File: config.mk
export PLATFORM = sky130hd
export DESIGN_NAME = vphy_status_regs
export DESIGN_NICKNAME = d
export VERILOG_FILES = /design/src/hdl/vphy_status_regs.v
export VERILOG_INCLUDE_DIRS = /design/src /design/src/common
export SDC_FILE = /design/constraint.sdc
export NUM_CORES = 1
export LEC_CHECK = 0
export BUFFER_PORTS_ARGS = -buffer_cell sky130_fd_sc_hd__buf_2
export CORE_MARGIN = 2
export CORE_UTILIZATION = 35
export CTS_BUF_LIST = sky130_fd_sc_hd__clkbuf_2 sky130_fd_sc_hd__clkbuf_4 sky130_fd_sc_hd__clkbuf_8
export DETAILED_ROUTE_END_ITERATION = 16
export GPL_ROUTABILITY_DRIVEN = 0
export PLACE_DENSITY = 0.79
export REMOVE_ABC_BUFFERS = 1
export SLEW_MARGIN = 20
export SYNTH_ARGS = -nofsm -noshare
export SYNTH_HDL_FRONTEND = slang
export SYNTH_SLANG_ARGS = --single-unit
File: constraint.sdc
create_clock -name CLK_SYS -period 1.3 [get_ports CLK_SYS]
set_clock_uncertainty 0.1 [all_clocks]
set_input_delay 0.26 -clock CLK_SYS [delete_from_list [all_inputs] [get_ports CLK_SYS]]
set_output_delay 0.26 -clock CLK_SYS [all_outputs]
set_load 0.01 [all_outputs]
File: src/common/vphy_regs_defines.vh
/*
  constants for the emulated phy expansion and special control/status registers.
  assumes the including file supplies the register access logic.
*/
// Functional notes
// - the expansion register sits at system offset 0x1d8 and management index 6.
// - registers are 32 bits in the system map with a zero upper half, 16 bits serially.
// - the parallel detection fault bit 4 always reads 0.
// - partner and local next-page-able bits 3 and 2 always read 0.
// - page received bit 1 latches on a new page and clears when the register is read.
// - page received is cleared by reset and set again once negotiation has run.
// - partner negotiation-able bit 0 reads 1 unless negotiation finds no common ability.
// - the special control/status register sits at offset 0x1dc and management index 31.
// - bit 14 loops port 0 transmit frames back into the switch instead of the mii; resets 0.
// - bit 7 drives collision to port 0 while the switch transmits on it; resets 0.
// - bits 4:2 report the current speed and duplex; code 000 is reserved.
// - speed/duplex comes from the negotiation result when enabled, else from basic control.
// - soft-reset-clearable control bits return to defaults on an emulated phy reset.
`ifndef VPHY_REGS_DEFINES_VH
`define VPHY_REGS_DEFINES_VH
`define OFS_AN_EXP 12'h1d8
`define OFS_SPECIAL 12'h1dc
`define MIDX_AN_EXP 5'h06
`define MIDX_SPECIAL 5'h1f
`define EXP_PAGE_BIT 1
`define EXP_LP_AN_BIT 0
`define SPC_LOOP_BIT 14
`define SPC_COLL_BIT 7
`define SPC_SD_LSB 2
`define SD_10_HALF 3'h1
`define SD_100_HALF 3'h2
`define SD_10_FULL 3'h5
`define SD_100_FULL 3'h6
`define SPC_SD_MSB 4
`define NIBBLE_W 4
`define HALF_ZERO 16'h0000
`define WORD_ZERO 32'h00000000
`define NIBBLE_RST 4'h0
`define BIT_RST 1'b0
`define PAGE_RST 1'b0
`define LP_AN_RST 1'b0
`define LOOP_RST 1'b0
`define COLL_RST 1'b0
`define SD_RST 3'h1
`endif

File: src/hdl/vphy_status_regs.v
/*
  expansion and special control/status registers of the emulated phy, with the
  port 0 far loopback and forced collision steering.
  assumes the negotiation engine, basic control and a system/management access
  front end outside; accesses are single-cycle strobes synchronous to CLK_SYS.
*/
`timescale 1ns/1ps
`default_nettype none
`include "vphy_regs_defines.vh"
module vphy_status_regs (
  // clock and resets
  input wire CLK_SYS,
  input wire RST,
  input wire VPHY_SOFT_RST,
  // system map access
  input wire SYS_RD,
  input wire SYS_WR,
  input wire [11:0] SYS_ADDR,
  input wire [31:0] SYS_WDATA,
  output reg [31:0] SYS_RDATA,
  // management serial access
  input wire MDIO_RD,
  input wire MDIO_WR,
  input wire [4:0] MDIO_REG,
  input wire [15:0] MDIO_WDATA,
  output reg [15:0] MDIO_RDATA,
  // negotiation engine and basic control
  input wire PAGE_RX,
  input wire AN_FAIL,
  input wire AUTONEG_ENABLE,
  input wire AN_SPEED_100,
  input wire AN_FULL_DUPLEX,
  input wire SPEED_SELECT_LOW_BIT,
  input wire DUPLEX_SELECT,
  // switch port 0 datapath
  input wire P0_TX_EN,
  input wire [3:0] P0_TXD,
  output reg MII_TX_EN,
  output reg [3:0] MII_TXD,
  output reg P0_RX_DV,
  output reg [3:0] P0_RXD,
  output reg P0_COL
);
  // stored state and next values
  reg page_rx_r;
  reg page_rx_nxt;
  reg lp_an_r;
  reg lp_an_nxt;
  reg loop_r;
  reg loop_nxt;
  reg coll_r;
  reg coll_nxt;
  reg [2:0] sd_r;
  reg [2:0] sd_nxt;
  // read images, low half only
  reg [15:0] exp_val;
  reg [15:0] spc_val;
  reg [15:0] sys_sel;
  reg [15:0] mdio_sel;
  // decode
  wire sys_exp;
  wire sys_spc;
  wire mdio_exp;
  wire mdio_spc;
  wire exp_read;
  wire spc_wr_sys;
  wire spc_wr_mdio;
  wire spc_wr;
  wire [15:0] wdata;
  // port 0 steering next values
  wire mii_tx_en_nxt;
  wire p0_rx_dv_nxt;
  wire p0_col_nxt;
  wire [3:0] mii_txd_nxt;
  wire [3:0] p0_rxd_nxt;

  assign sys_exp = (SYS_ADDR == `OFS_AN_EXP);
  assign sys_spc = (SYS_ADDR == `OFS_SPECIAL);
  assign mdio_exp = (MDIO_REG == `MIDX_AN_EXP);
  assign mdio_spc = (MDIO_REG == `MIDX_SPECIAL);
  // a read from either side is the clearing read
  assign exp_read = (SYS_RD & sys_exp) | (MDIO_RD & mdio_exp);
  assign spc_wr_sys = SYS_WR & sys_spc;
  assign spc_wr_mdio = MDIO_WR & mdio_spc;
  assign spc_wr = spc_wr_sys | spc_wr_mdio;
  // system side wins a same-cycle write clash
  assign wdata = spc_wr_sys ? SYS_WDATA[15:0] : MDIO_WDATA;

  // speed/duplex source select
  always @* begin
    if (AUTONEG_ENABLE) begin
      sd_nxt = {AN_FULL_DUPLEX, AN_SPEED_100, ~AN_SPEED_100};
    end else begin
      sd_nxt = {DUPLEX_SELECT, SPEED_SELECT_LOW_BIT, ~SPEED_SELECT_LOW_BIT};
    end
  end

  // set beats the clearing read, so a page in the read cycle is not lost
  always @* begin
    page_rx_nxt = page_rx_r;
    if (PAGE_RX) begin
      page_rx_nxt = 1'b1;
    end else if (exp_read) begin
      page_rx_nxt = 1'b0;
    end
  end

  always @* begin
    lp_an_nxt = ~AN_FAIL;
  end

  // soft reset beats a same-cycle write
  always @* begin
    loop_nxt = loop_r;
    coll_nxt = coll_r;
    if (VPHY_SOFT_RST) begin
      loop_nxt = `LOOP_RST;
      coll_nxt = `COLL_RST;
    end else if (spc_wr) begin
      loop_nxt = wdata[`SPC_LOOP_BIT];
      coll_nxt = wdata[`SPC_COLL_BIT];
    end
  end

  // read images; all other bits are fixed zeros
  always @* begin
    exp_val = `HALF_ZERO;
    exp_val[`EXP_PAGE_BIT] = page_rx_r;
    exp_val[`EXP_LP_AN_BIT] = lp_an_r;
    spc_val = `HALF_ZERO;
    spc_val[`SPC_LOOP_BIT] = loop_r;
    spc_val[`SPC_COLL_BIT] = coll_r;
    spc_val[`SPC_SD_MSB:`SPC_SD_LSB] = sd_r;
  end

  // unmapped addresses read zero
  always @* begin
    if (sys_exp) begin
      sys_sel = exp_val;
    end else if (sys_spc) begin
      sys_sel = spc_val;
    end else begin
      sys_sel = `HALF_ZERO;
    end
  end

  always @* begin
    if (mdio_exp) begin
      mdio_sel = exp_val;
    end else if (mdio_spc) begin
      mdio_sel = spc_val;
    end else begin
      mdio_sel = `HALF_ZERO;
    end
  end

  // loopback works with the collision test off as well
  assign mii_tx_en_nxt = P0_TX_EN & ~loop_r;
  assign p0_rx_dv_nxt = P0_TX_EN & loop_r;
  // collision without loopback is allowed; the far end then sees frames too
  assign p0_col_nxt = P0_TX_EN & coll_r;

  genvar g;
  generate
    for (g = 0; g < `NIBBLE_W; g = g + 1) begin : g_nib
      assign mii_txd_nxt[g] = P0_TXD[g] & ~loop_r;
      assign p0_rxd_nxt[g] = P0_TXD[g] & loop_r;
    end
  endgenerate

  always @(posedge CLK_SYS or posedge RST) begin
    if (RST) begin
      page_rx_r <= `PAGE_RST;
    end else begin
      page_rx_r <= page_rx_nxt;
    end
  end

  always @(posedge CLK_SYS or posedge RST) begin
    if (RST) begin
      lp_an_r <= `LP_AN_RST;
    end else begin
      lp_an_r <= lp_an_nxt;
    end
  end

  always @(posedge CLK_SYS or posedge RST) begin
    if (RST) begin
      loop_r <= `LOOP_RST;
      coll_r <= `COLL_RST;
    end else begin
      loop_r <= loop_nxt;
      coll_r <= coll_nxt;
    end
  end

  always @(posedge CLK_SYS or posedge RST) begin
    if (RST) begin
      sd_r <= `SD_RST;
    end else begin
      sd_r <= sd_nxt;
    end
  end

  // read data registered every cycle, whatever the strobe
  always @(posedge CLK_SYS or posedge RST) begin
    if (RST) begin
      SYS_RDATA <= `WORD_ZERO;
      MDIO_RDATA <= `HALF_ZERO;
    end else begin
      SYS_RDATA <= {`HALF_ZERO, sys_sel};
      MDIO_RDATA <= mdio_sel;
    end
  end

  always @(posedge CLK_SYS or posedge RST) begin
    if (RST) begin
      MII_TX_EN <= `BIT_RST;
      MII_TXD <= `NIBBLE_RST;
      P0_RX_DV <= `BIT_RST;
      P0_RXD <= `NIBBLE_RST;
      P0_COL <= `BIT_RST;
    end else begin
      MII_TX_EN <= mii_tx_en_nxt;
      MII_TXD <= mii_txd_nxt;
      P0_RX_DV <= p0_rx_dv_nxt;
      P0_RXD <= p0_rxd_nxt;
      P0_COL <= p0_col_nxt;
    end
  end
endmodule
`default_nettype wire

# --- After elaboration in Yosys (flattened, before gate mapping) ---
# Cells that the tools add are included.
word_totals:
  reg_bits: 50
  inputBits: 84
  output_inout_bits: 59
  word_cells: 51
op_classes:
  eq_ne: 4
  n_mux: 12
  bitwise_logic: 21
  n_reduce_logical: 2
ops:
  columns: ["operator", "n"]
  rows:
  - ["$mux 15", 5]
  - ["$eq 12x9->1 const B", 2]
  - ["$and 1x1->1", 15]
  - ["$mux 1", 6]
  - ["$eq 5x3->1 const B", 1]
  - ["$eq 5x5->1 const B", 1]
  - ["$not 1->1", 4]
  - ["$reduce_bool 2->1", 2]
  - ["$mux 3", 1]
  - ["$or 1x1->1", 2]

# --- Depth between registers and ports, before layout ---
depth:
  word_depth: 5
  mapped_depth: 4
  mapped_depth_nobuf: 4

# --- Least setup slack after synthesis ---
# OpenSTA, ideal clock, no wires.
synth_path:
  path_kind: "in2reg"
  from: "input port SYS_ADDR[9]"
  to: "register coll_r"
  setup_ns: 0.124
  t_arrival_ns: 1.421
  required_time_ns: 1.076
  setup_slack_ns: -0.345
  stages: 4
  n_path_buf: 0
  cell_sequence: "or4b_4 -> nor4_4 -> a31o_2 -> a21oi_2"
synth_via:
  elab_chain_len: 5
  elab_cells_between_ends: 7
  classes_between: "1 x eq/ne; 3 x mux; 2 x bitwise; 1 x reduce/logical"
synth_lines:
  columns: ["element", "line_no", "text"]
  rows:
  - ["from (decl)", "vphy_status_regs.v:18", "input wire [11:0] SYS_ADDR,"]
  - ["$eq 12x9->1 (no line) (*)", null, null]
  - ["$and 1x1->1 (*)", "vphy_status_regs.v:83", "assign spc_wr_sys = SYS_WR & sys_spc;"]
  - ["$mux 15", "vphy_status_regs.v:87", "assign wdata = spc_wr_sys ? SYS_WDATA[15:0] : MDIO_WDATA;"]
  - ["$mux 1", "vphy_status_regs.v:119", "end else if (spc_wr) begin"]
  - ["$mux 1", "vphy_status_regs.v:116", "if (VPHY_SOFT_RST) begin"]
  - ["to (signal assigned)", "vphy_status_regs.v:190", "coll_r <= `COLL_RST;"]
  - ["to (signal assigned)", "vphy_status_regs.v:193", "coll_r <= coll_nxt;"]
  - ["to (decl)", "vphy_status_regs.v:51", "reg coll_r;"]
# Every way passes the cells marked *; elsewhere a longest branch is shown, timed or not. The select of a mux whose other input is x is not followed.
# A chain may end at the register's enable or synchronous reset.

# --- Final worst setup path ---
layout_path:
  from: "input port SYS_ADDR[9]"
  to: "register SYS_RDATA[2]"
layout_via:
  elab_chain_len: 3
  elab_cells_between_ends: 4
  classes_between: "2 x eq/ne; 2 x mux"
layout_lines:
  columns: ["element", "line_no", "text"]
  rows:
  - ["$eq 12x9->1 (no line)", null, null]
  - ["$mux 15", "vphy_status_regs.v:140", "end else if (sys_spc) begin"]
  - ["$mux 15 (*)", "vphy_status_regs.v:138", "if (sys_exp) begin"]
  - ["net sys_sel[2]", "vphy_status_regs.v:58", "reg [15:0] sys_sel;"]
  - ["to (signal assigned)", "vphy_status_regs.v:208", "SYS_RDATA <= `WORD_ZERO;"]
  - ["to (signal assigned)", "vphy_status_regs.v:211", "SYS_RDATA <= {`HALF_ZERO, sys_sel};"]
  - ["to (decl)", "vphy_status_regs.v:20", "output reg [31:0] SYS_RDATA,"]
# The timed path passes the listed nets; every way through them passes the cells marked *.

==> key figures <==
Clock tree
  • Root Buffer: clkbuf_8
  • TritonCTS Buffers: 5
  • CTS tree: done
  • Bufs on Longest Clock Path: 2
  • Clock transition at path regs: 0.06 ns
  • CTS sink cnt: 32
  • H-tree Lvls: 2
  • Worst-Skew Late Latency: 0.27 ns

Timing
  • Crit share post-route: 116%
  • Final setup TNS: -1.52 ns
  • Fmax: 664 MHz
  • Pins Over Slew Limit: 0
  • Worst hold slack: 0.0196 ns
  • Tmin final: 1.51 ns
  • Final setup vio count: 10
  • Final Hold Fails: 0
  • RSZ-0062 raised after global routing: yes
  • Slack of the critical path: -0.206 ns

Detailed routing
  • Routed WL per cell: 10.2 um
  • Routed wire length: 2550 um
  • Post-route ant nets: 0
  • DR vias: 1,017
  • Uppermost layer routed: met4
  • Met2 wire len: 1410 um
  • WL met3: 249 um
  • Vias per cell: 4.05
  • Drt first pass iters: 4
  • Residual DRC count: 0
  • Iteration-0 DRC Markers: 18
  • Metal-1 WL: 824 um

Hold path
  • Worst min-delay path class: in -> reg

Cells and area
  • Fin area: 0.00189 mm2
  • Final net count: 284
  • Most frequent cells in the layout: 62 x buf_2, 34 x conb_1, 31 x dfrtp_1
  • Post-layout util: 47.5%
  • Diodes inserted: 0
  • Commonest non-fill, non-tap cell in the layout: buf_2
  • Layout cell share with drive strength beyond 1: 48.3%
  • Area grow syn2layout: 30.8%
  • Post-Layout Cell Count: 251

Floorplan
  • Total die area: 0.00465 mm2
  • Die height: 68.2 um
  • Starting density of the core: 36.3%
  • I/O Pins: 143
  • FP Rows: 23
  • Core area: 0.00397 mm2
  • Die Wd: 68.2 um

Place
  • Post-placement cell area: 0.00175 mm2
  • # port buffers: 64
  • Placed cells: 242
  • Pre-CTS worst setup slack: -0.492 ns
  • Hpwl dp: 2130 um

Yosys
  • Syn. warnings: 0
  • FF+latch count, synth: 32
  • Synth Instances: 122
  • Sequential area share after synthesis: 55.6%
  • Syn Std Cell Area: 0.00144 mm2
  • Avg Inst Size Synth: 11.8 um2
  • Number of library cell types mapped by synthesis: 25

Power and ir drop
  • PwrDens: 1070 mW/mm2
  • Leakage dissipation: 1.08 nW
  • Worst VDD drop: 0.000324 V
  • Total Power: 2.01 mW

Worst setup path
  • Worst EP required: 1.42 ns
  • FF-to-FF End: loop_r
  • Reg2reg setup slack: 0.31 ns
  • Reg2Reg Depth: 2
  • Worst Setup EP: SYS_RDATA[2]
  • Crit path from: SYS_ADDR[9]
  • CP max FO: 5
  • Critical path start-end classification: in -> reg
  • Worst r2r src: loop_r
  • CP Capture Type: register
  • Startpoint types: primary input
  • Crit path arrival time: 1.62 ns

GRT
  • Largest net degree at the start of global routing: 14
  • First-pass GRT wire length: 3580 um
  • GRT overflow: 0
  • Total GRT Usage: 11.3%
  • Antenna violations before repair: 0
  • Vias in the first global route: 884

Outcome
  • Failing checks: negative setup slack
  • Status: finished with violations

Flow run
  • Max Cap Violations: 0
cell type report:
cell class | count | area (um2)
inverters | 6 | 22.5
repair buffers | 73 | 403
multi-input cells | 82 | 499
clock buffers | 8 | 97.6
flip-flops and latches | 32 | 802
fillers | 394 | 2080
well taps | 50 | 62.6
metal layers:
layer,GRT usage (%),up-vias
met3,3.95,6
met2,21.0,60
met4,8.25,0
met1,9.88,476
li1,-,475
met5,0,-
critical path, cell delays in order:
cell	delay, ns
buf_6	0.09
or4b_4	0.56
nor4_4	0.38
buf_4	0.20
and2_2	0.14
Yosys cell counts (all sizes together):
cell / instances / area [um2]
nand3: 2 / 10.0
nand4bb: 1 / 11.3
nand2: 4 / 17.5
nor3: 1 / 5.00
clkbuf: 1 / 3.75
mux2: 1 / 11.3
dfstp: 1 / 26.3
inv: 6 / 22.5
nor4: 3 / 40.0
or4b: 2 / 23.8
a21oi: 2 / 13.8
dfrtp: 31 / 776
and2: 20 / 131
nor2b: 5 / 31.3
mux2i: 3 / 30.0
a31o: 3 / 26.3
conb: 1 / 3.75
buf: 34 / 255
nor2: 1 / 3.75
timing repair:
action	CTS	global route
endpoints found under the setup margin	10	10
buffers inserted	0	0
hold endpoints to repair	5	0
pin swaps	2	5
hold buffers	1	0
gates cloned	0	0
gates resized for setup	2	4
kinds of logic after synthesis:
family                 synth area share [%]
buffers and inverters                  19.5
AND/OR/NAND/NOR                        19.0
flip-flops                             55.6
AO/OA/AOI/OAI                          2.78
multiplexers                           2.86
other                                 0.260
worst min path at each step:
| stage | start | cells after the start | slack (ns) | to |
|---|---|---|---|---|
| CTS | AN_FAIL | 2 | 0.007 | lp_an_r |
| global placement | RST | 2 | 0.13 | SYS_RDATA[7] |
| global route | AN_FAIL | 2 | 0.02 | lp_an_r |
| floorplan | AN_FAIL | 1 | 0.22 | lp_an_r |
| detailed placement | RST | 2 | 0.14 | SYS_RDATA[7] |
| finish | AN_FAIL | 2 | 0.02 | lp_an_r |
sequential cells by signal, summed over array words and instances (netlist names), 3 cells and up:
signal / count
P0_RXD: 4
MII_TXD: 4
SYS_RDATA: 7
sd_r: 3
MDIO_RDATA: 7
power by group:
group | leakage (nW) | internal (mW) | switching [mW]
Combinational | 0.608 | 0.0828 | 0.114
Clock | 0.0523 | 0.472 | 0.318
Sequential | 0.420 | 1.02 | 0.00758
Total | 1.08 | 1.57 | 0.439
No activity file was read; power rests on OpenSTA's default activity.
